### config.mk
export PLATFORM = sky130hd
export DESIGN_NAME = nfr_regs
export DESIGN_NICKNAME = d
export VERILOG_FILES = /design/src/nfr_pkg.sv /design/src/nfr_regs.sv
export SDC_FILE = /design/constraint.sdc
export NUM_CORES = 1
export LEC_CHECK = 0
export ABC_CLOCK_PERIOD_IN_PS = 2150
export BUFFER_PORTS_ARGS = -buffer_cell sky130_fd_sc_hd__buf_2
export CAP_MARGIN = 5
export CORE_MARGIN = 2
export CORE_UTILIZATION = 41
export DETAILED_ROUTE_END_ITERATION = 8
export PLACE_DENSITY = 0.7
export SYNTH_ARGS = -nofsm -noshare
export SYNTH_HDL_FRONTEND = slang
export SYNTH_SLANG_ARGS = --single-unit
### constraint.sdc
create_clock -name CLK_SYS_IN -period 2.15 [get_ports CLK_SYS_IN]
set_input_delay 0 -clock CLK_SYS_IN [delete_from_list [all_inputs] [get_ports CLK_SYS_IN]]
set_output_delay 0 -clock CLK_SYS_IN [all_outputs]
set_load 0.01 [all_outputs]
### src/nfr_pkg.sv
// Constants and field layout of the front end register group
`default_nettype none

package nfr_pkg;

	// ----------------------------------------
	// Bus geometry
	// ----------------------------------------
	localparam int ADDR_W    = 12;
	localparam int DATA_W    = 32;
	localparam int SPACE_BIT = 10;
	localparam int HIGH_BIT  = 11;

	// ----------------------------------------
	// Register indexes (byte address = 4 x index, plus 0x400 for OVHI and OVLO)
	// ----------------------------------------
	localparam logic [7:0] IDX_GAIN     = 8'h2E;
	localparam logic [7:0] IDX_CSCTL    = 8'h2F;
	localparam logic [7:0] IDX_CSDISP   = 8'h30;
	localparam logic [7:0] IDX_AUX      = 8'h31;
	localparam logic [7:0] IDX_OVHI     = 8'h30;
	localparam logic [7:0] IDX_OVLO     = 8'h31;
	localparam logic [7:0] IDX_IRQ_STAT = 8'h3E;
	localparam logic [7:0] IDX_IRQ_MASK = 8'h3F;

	// ----------------------------------------
	// Reset values
	// ----------------------------------------
	localparam logic [7:0] CSCTL_RST = 8'h00;
	localparam logic [7:0] OVHI_RST  = 8'h00;
	localparam logic [7:0] OVLO_RST  = 8'h00;
	localparam logic [3:0] MASK_RST  = 4'h0;

	// ----------------------------------------
	// Field positions and widths
	// ----------------------------------------
	localparam int GAIN_W   = 4;
	localparam int CAL_W    = 5;
	localparam int SGAIN_W  = 3;
	localparam int PAT_W    = 14;
	localparam int PAT_HI_W = 6;
	localparam int EV_N     = 4;
	localparam int CAL_LSB  = 3;
	localparam int DISP_END = 2;
	localparam int DISP_ERR = 1;
	localparam int AUX_CHA  = 7;
	localparam int AUX_EFD  = 6;
	localparam int AUX_TX   = 5;
	localparam int AUX_OSC  = 4;
	localparam int AUX_RXON = 3;
	localparam int AUX_RXA  = 2;
	localparam int AUX_PEER = 1;
	localparam int AUX_AVD  = 0;

	// ----------------------------------------
	// Interrupt event bits
	// ----------------------------------------
	localparam int EV_CAL_END = 0;
	localparam int EV_CAL_ERR = 1;
	localparam int EV_FIELD   = 2;
	localparam int EV_OSC_OK  = 3;

	// ----------------------------------------
	// Drive level codes
	// ----------------------------------------
	localparam logic [1:0] DRV_SUPPLY = 2'h0;
	localparam logic [1:0] DRV_MOD    = 2'h1;
	localparam logic [1:0] DRV_STOP   = 2'h2;
	localparam logic [1:0] DRV_RSVD   = 2'h3;

endpackage : nfr_pkg

`default_nettype wire

### src/nfr_regs.sv
// Front end status, sensor and overshoot register group on APB
//
// The APB slave port is this design's own decision.
`timescale 1ns/100ps
`default_nettype none

module nfr_regs (
	// Clock, enable and reset
	input  wire logic                        CLK_SYS_IN,
	input  wire logic                        CE_IN,
	input  wire logic                        ARST_N_IN,
	// APB slave
	input  wire logic                        PSEL_IN,
	input  wire logic                        PENABLE_IN,
	input  wire logic                        PWRITE_IN,
	input  wire logic [nfr_pkg::ADDR_W-1:0]  PADDR_IN,
	input  wire logic [nfr_pkg::DATA_W-1:0]  PWDATA_IN,
	output logic                             PREADY_OUT,
	output logic                             PSLVERR_OUT,
	output logic [nfr_pkg::DATA_W-1:0]       PRDATA_OUT,
	// Receiver state
	input  wire logic [nfr_pkg::GAIN_W-1:0]  AM_GAIN_CUT_STATE_IN,
	input  wire logic [nfr_pkg::GAIN_W-1:0]  PM_GAIN_CUT_STATE_IN,
	input  wire logic                        RX_CHANNEL_PM_IN,
	input  wire logic                        RX_ON_IN,
	input  wire logic                        RX_ACT_IN,
	// Field detector
	input  wire logic                        FIELD_DET_IN,
	input  wire logic                        PEER_MODE_IN,
	input  wire logic                        DETECTOR_AVOID_MODE_IN,
	// Transmitter and oscillator
	input  wire logic                        TX_ACTIVE_IN,
	input  wire logic                        TX_CA_AUTO_IN,
	input  wire logic                        OSC_RUN_IN,
	input  wire logic                        OSC_STABLE_IN,
	// Capacitive sensor
	input  wire logic [nfr_pkg::CAL_W-1:0]   CAL_VALUE_IN,
	input  wire logic                        CAL_END_IN,
	input  wire logic                        CAL_ERR_IN,
	output logic [nfr_pkg::CAL_W-1:0]        CAP_MCAL_OUT,
	output logic                             CAP_AUTO_CAL_OUT,
	output logic [nfr_pkg::SGAIN_W-1:0]      CAP_GAIN_OUT,
	// Overshoot protection
	output logic [1:0]                       OVERSHOOT_DRIVE_LEVEL_OUT,
	output logic [nfr_pkg::PAT_W-1:0]        OVERSHOOT_DRIVE_PATTERN_OUT,
	// Interrupt
	output logic                             IRQ_OUT
);
	import nfr_pkg::*;

	// ----------------------------------------
	// Storage
	// ----------------------------------------
	logic [7:0]      gain_reg;
	logic [7:0]      csdisp_reg;
	logic [7:0]      aux_reg;
	logic [7:0]      csctl_reg;
	logic            auto_cal_reg;
	logic [7:0]      ovhi_reg;
	logic [7:0]      ovlo_reg;
	logic [EV_N-1:0] stat_reg;
	logic [EV_N-1:0] stat_next;
	logic [EV_N-1:0] mask_reg;
	logic [EV_N-1:0] mask_next;
	logic [EV_N-1:0] ev;
	logic            irq_reg;
	logic            pready_reg;
	logic            pslverr_reg;
	logic [31:0]     prdata_reg;
	logic [7:0]      aux_next;
	logic [7:0]      csdisp_next;

	// ----------------------------------------
	// Address decode
	// ----------------------------------------
	logic       setup;
	logic       wr;
	logic       sp_b;
	logic [7:0] idx;
	logic       hit;
	logic [7:0] rd;
	logic       sel_csctl;
	logic       sel_ovhi;
	logic       sel_ovlo;
	logic       sel_stat;
	logic       sel_mask;
	logic       sel_ro;

	assign setup = PSEL_IN && !PENABLE_IN;
	assign wr    = PSEL_IN && PENABLE_IN && pready_reg && PWRITE_IN;
	assign sp_b  = PADDR_IN[SPACE_BIT];
	assign idx   = PADDR_IN[9:2];

	always_comb begin
		hit       = 1'b0;
		rd        = 8'h00;
		sel_csctl = 1'b0;
		sel_ovhi  = 1'b0;
		sel_ovlo  = 1'b0;
		sel_stat  = 1'b0;
		sel_mask  = 1'b0;
		sel_ro    = 1'b0;
		if (PADDR_IN[1:0] == 2'h0 && !PADDR_IN[HIGH_BIT]) begin
			if (!sp_b) begin
				case (idx)
					IDX_GAIN: begin
						hit    = 1'b1;
						sel_ro = 1'b1;
						rd     = gain_reg;
					end
					IDX_CSCTL: begin
						hit       = 1'b1;
						sel_csctl = 1'b1;
						rd        = csctl_reg;
					end
					IDX_CSDISP: begin
						hit    = 1'b1;
						sel_ro = 1'b1;
						rd     = csdisp_reg;
					end
					IDX_AUX: begin
						hit    = 1'b1;
						sel_ro = 1'b1;
						rd     = aux_reg;
					end
					IDX_IRQ_STAT: begin
						hit      = 1'b1;
						sel_stat = 1'b1;
						rd       = {4'h0, stat_reg};
					end
					IDX_IRQ_MASK: begin
						hit      = 1'b1;
						sel_mask = 1'b1;
						rd       = {4'h0, mask_reg};
					end
					default: begin
						hit = 1'b0;
					end
				endcase
			end else begin
				case (idx)
					IDX_OVHI: begin
						hit      = 1'b1;
						sel_ovhi = 1'b1;
						rd       = ovhi_reg;
					end
					IDX_OVLO: begin
						hit      = 1'b1;
						sel_ovlo = 1'b1;
						rd       = ovlo_reg;
					end
					default: begin
						hit = 1'b0;
					end
				endcase
			end
		end
	end

	// ----------------------------------------
	// APB answer: one access cycle, no wait
	// ----------------------------------------
	always_ff @(posedge CLK_SYS_IN or negedge ARST_N_IN) begin
		if (!ARST_N_IN) begin
			pready_reg  <= 1'b0;
			pslverr_reg <= 1'b0;
			prdata_reg  <= 32'h00000000;
		end else if (CE_IN) begin
			pready_reg  <= setup;
			pslverr_reg <= setup && !hit;
			if (setup && !PWRITE_IN) begin
				prdata_reg <= {24'h000000, rd};
			end else begin
				prdata_reg <= 32'h00000000;
			end
		end
	end

	// ----------------------------------------
	// Read-only status capture
	// ----------------------------------------
	assign csdisp_next = {CAL_VALUE_IN, CAL_END_IN, CAL_ERR_IN, 1'b0};
	assign aux_next = {RX_CHANNEL_PM_IN,
		FIELD_DET_IN,
		TX_ACTIVE_IN && !TX_CA_AUTO_IN,
		OSC_RUN_IN && OSC_STABLE_IN,
		RX_ON_IN, RX_ACT_IN,
		PEER_MODE_IN, DETECTOR_AVOID_MODE_IN};

	// Bus writes never reach these, so readback follows the inputs only
	always_ff @(posedge CLK_SYS_IN or negedge ARST_N_IN) begin
		if (!ARST_N_IN) begin
			gain_reg   <= 8'h00;
			csdisp_reg <= 8'h00;
			aux_reg    <= 8'h00;
		end else if (CE_IN) begin
			gain_reg   <= {AM_GAIN_CUT_STATE_IN, PM_GAIN_CUT_STATE_IN};
			csdisp_reg <= csdisp_next;
			aux_reg    <= aux_next;
		end
	end

	// ----------------------------------------
	// Sensor control
	// ----------------------------------------
	always_ff @(posedge CLK_SYS_IN or negedge ARST_N_IN) begin
		if (!ARST_N_IN) begin
			csctl_reg    <= CSCTL_RST;
			auto_cal_reg <= 1'b1;
		end else if (CE_IN && wr && sel_csctl) begin
			csctl_reg    <= PWDATA_IN[7:0];
			auto_cal_reg <= (PWDATA_IN[7:CAL_LSB] == 5'h00);
		end
	end

	// ----------------------------------------
	// Overshoot protection
	// ----------------------------------------
	always_ff @(posedge CLK_SYS_IN or negedge ARST_N_IN) begin
		if (!ARST_N_IN) begin
			ovhi_reg <= OVHI_RST;
			ovlo_reg <= OVLO_RST;
		end else if (CE_IN && wr) begin
			if (sel_ovhi) begin
				ovhi_reg <= PWDATA_IN[7:0];
			end
			if (sel_ovlo) begin
				ovlo_reg <= PWDATA_IN[7:0];
			end
		end
	end

	// ----------------------------------------
	// Interrupts: rising edges of status, set beats clear
	// ----------------------------------------
	assign ev[EV_CAL_END] = csdisp_next[DISP_END] && !csdisp_reg[DISP_END];
	assign ev[EV_CAL_ERR] = csdisp_next[DISP_ERR] && !csdisp_reg[DISP_ERR];
	assign ev[EV_FIELD]   = aux_next[AUX_EFD] && !aux_reg[AUX_EFD];
	assign ev[EV_OSC_OK]  = aux_next[AUX_OSC] && !aux_reg[AUX_OSC];

	always_comb begin
		stat_next = stat_reg | ev;
		mask_next = mask_reg;
		if (wr && sel_stat) begin
			stat_next = (stat_reg & ~PWDATA_IN[EV_N-1:0]) | ev;
		end
		if (wr && sel_mask) begin
			mask_next = PWDATA_IN[EV_N-1:0];
		end
	end

	always_ff @(posedge CLK_SYS_IN or negedge ARST_N_IN) begin
		if (!ARST_N_IN) begin
			stat_reg <= 4'h0;
			mask_reg <= MASK_RST;
			irq_reg  <= 1'b0;
		end else if (CE_IN) begin
			stat_reg <= stat_next;
			mask_reg <= mask_next;
			irq_reg  <= |(stat_next & mask_next);
		end
	end

	// ----------------------------------------
	// Outputs
	// ----------------------------------------
	assign PREADY_OUT                  = pready_reg;
	assign PSLVERR_OUT                 = pslverr_reg;
	assign PRDATA_OUT                  = prdata_reg;
	assign CAP_MCAL_OUT                = csctl_reg[7:CAL_LSB];
	assign CAP_AUTO_CAL_OUT            = auto_cal_reg;
	assign CAP_GAIN_OUT                = csctl_reg[SGAIN_W-1:0];
	assign OVERSHOOT_DRIVE_LEVEL_OUT   = ovhi_reg[7:6];
	assign OVERSHOOT_DRIVE_PATTERN_OUT = {ovhi_reg[PAT_HI_W-1:0], ovlo_reg};
	assign IRQ_OUT                     = irq_reg;
endmodule : nfr_regs

`default_nettype wire

==> impl_metrics.toml <==
[grt]
globalRouteTotalUtil = 0.214
number_of_global_route_vias_before_repair = 2897
antenna_violations_before_repair = 0
first_pass_grt_wire_length_um = 14500
grt_max_degree = 54
grt_remaining_overflow = 0

[flow_run]
maxCapViolations = 0

[sta]
hold_violations = 0
final_clock_skew_ns = 0.00780
timing.fmax_mhz = 546
slew_headroom = 0.613
timing.final.crit_period_ns = 1.83
final.setup.tns_ns = 0
finalSetupViolCount = 0
tightestPinTransition_ns = 0.578
rsz0062_at_grt = "false"
maxSlewViolCount = 0
period_share = 0.852

[critical_path]
timing.reg2reg.worst_path_depth = 6
worst_setup_path_start_kind = "flip-flop"
worst_ep_arrival_time_ns = 2.03
crit_start = "PREADY_OUT"
timing.critical_path.required_ns = 2.35
reg2reg_capture_point = "IRQ_OUT"
crit_path_max_fanout = 4
regToRegSetupSlack_ns = 0.32
critical_path.reg2reg.startpoint = "PREADY_OUT"
worst_setup_path_endpoint = "IRQ_OUT"
setup.worst_path.class = "reg -> reg"
timing.critical_path.to_type = "flip-flop"

[finish]
ratio_of_cells_with_drive_above_1_in_the_final_layout = 0.385
nets = 504
area_delta_synth_final_pct = 31.9
antennaDiodeCount = 0

[synth]
netlist-cell-type-count = 37
yosys_warnings = 0
mappedNetlistArea_mm2 = 0.00335
postSynthRegisterBits = 67
yosys-top-cells-count = "dfrtp_1, mux2_2, nand2_1"
async_set_or_reset_flop_fraction_in_the_synthesized_netlist = 1.00
synth-main-ff-cell = "dfrtp_1"
synth_top_area_frac = 0.493
yosysSeqAreaShare = 0.501
average_cell_area_after_synthesis_um2 = 11.0
synthMostInstantiatedCell = "dfrtp_1"
synth-edff-count = 0
synth_area_leaders = "dfrtp_1, mux2_2, buf_4, nand2_1, o21ai_0"
postSynthCellCount = 304
yosys_top_cell_by_area = "dfrtp_1"

[pwr]
switching_share = 0.231
power_density_mw_per_mm2 = 664
clock_share_of_power = 0.442
netSwitchingPower_w = 0.000677
leak_pwr_nw = 2.19
sequentialPowerShare = 0.455
ir_drop_mv = 0.522
finalPower_w = 0.00293
p_int_w = 0.00226
combPwrFrac = 0.103

[clocking]
worst_setup_hold_path_clk_slew_ns = 0.08
clock_path_buffers = 2
clock-sinks = 67
cts-hold-fix-buffers = 33
clock_insertion_delay_at_the_later_pin_of_the_skew_report_ns = 0.34
cts_resized = 0
cts_post_setup_buffers_inserted = 0
tritoncts = "done"
clock_root_buffer = "clkbuf_8"
htreeDepth = 3
numCtsBuffers = 9

[detailed_routing]
average_vias_per_placed_instance = 5.26
detail-route-antenna-nets = 0
detail_route.wl_per_cell_um = 16.9
totalWireLength_um = 9070
routed-via-count = 2821
drt-pass1-iter-count = 4
detail_route.iter0.violations = 193
drcViolationCount = 0

[die]
core_area_mm2 = 0.00781
cell_row_count = 32
ios = 135
die_x_um = 94.4
chipHeight_um = 94.4
design.die.area_mm2 = 0.00891
starting_density = 0.429

[outcome]
status = "finished clean"

[placed_design]
hpwl_um = 6410
gpl.final_weighted_congestion = 0.825
placement.io_buffers = 86

[min_path]
hp-class = "in -> reg"
-- area by class of cell --
cell class	count	area [um2]
Clock buffer	10	138
Fill cell	689	3390
Multi-Input combinational cell	217	1510
Timing Repair Buffer	127	833
Inverter	7	26.3
Sequential cell	67	1680
Tap cell	102	128
Clock inverter	6	111
-- critical path: stages, from the launching register on --
cell	delay, ns
dfrtp_1	0.36
and3_1	0.21
nand3_1	0.13
nand3b_1	0.33
mux2_2	0.34
a22oi_2	0.18
a41oi_1	0.14
-- metal layers --
metal,vias to the layer above,global-route usage,routed length [um]
met3,14,0.0447,870
met1,1355,0.284,3690
met5,-,0,0
met4,0,0.0809,145
li1,1303,-,-
met2,149,0.348,4360
-- metrics by stage --
step / hold slack (ns) / std cells / worst slack, ns / area, um2 / util
2_1_floorplan: -0.296 / 327 / 0.499 / 3440 / -
3_3_place_gp: -0.0588 / 487 / 0.393 / 3840 / 0.492
3_5_place_dp: -0.0483 / 487 / 0.346 / 3840 / 0.492
4_1_cts: 0.000650 / 536 / 0.309 / 4420 / 0.566
5_1_grt: 0.0267 / 536 / 0.195 / 4420 / 0.566
6_report: 0.00781 / 536 / 0.317 / 4420 / 0.566
-- cell families after synthesis --
| family | synth area share |
|---|---|
| multiplexers | 0.177 |
| other | 0.00112 |
| AO/OA/AOI/OAI | 0.134 |
| flip-flops | 0.501 |
| AND/OR/NAND/NOR | 0.111 |
| buffers and inverters | 0.0758 |
-- placed cells by master, fill, tap and decap left out, types with 2 or more instances in the layout --
cell type / count
nor2_1: 9
mux2_2: 51
mux2i_1: 2
o31ai_1: 2
a22oi_1: 12
o21ai_0: 19
nand2b_1: 2
nor2b_1: 3
buf_4: 7
buf_2: 86
and3_1: 3
nand2_1: 42
nor3_1: 4
a22o_1: 4
a32o_1: 9
nand3_1: 7
a21boi_0: 2
dfrtp_1: 66
inv_1: 7
dlygate4sd3_1: 33
nand3b_1: 2
conb_1: 24
bufinv_16: 3
nor2_2: 2
clkbuf_8: 10
a221oi_1: 7
-- how the worst min path moves through the flow --
| stage | from | to | slack [ns] | depth (start not counted) |
|---|---|---|---|---|
| 2_1_floorplan | ARST_N_IN | IRQ_OUT | -0.30 | 0 |
| 3_3_place_gp | ARST_N_IN | gain_reg[1] | -0.06 | 1 |
| 3_5_place_dp | ARST_N_IN | gain_reg[1] | -0.05 | 1 |
| 4_1_cts | PSEL_IN | PREADY_OUT | 0.0007 | 3 |
| 5_1_grt | PWDATA_IN[1] | csctl_reg[1] | 0.03 | 2 |
| 6_report | PSEL_IN | PREADY_OUT | 0.008 | 3 |
-- power by group through the flow --
stage               logic [W]  registers (W)  clock network, W
finish               0.000302        0.00134           0.00130
global route         0.000335        0.00134           0.00137
CTS                  0.000303        0.00134           0.00131
detailed placement   0.000255        0.00136                 0
global placement     0.000249        0.00136                 0
floorplan            0.000164        0.00135                 0
No activity file was read; power rests on OpenSTA's default activity.
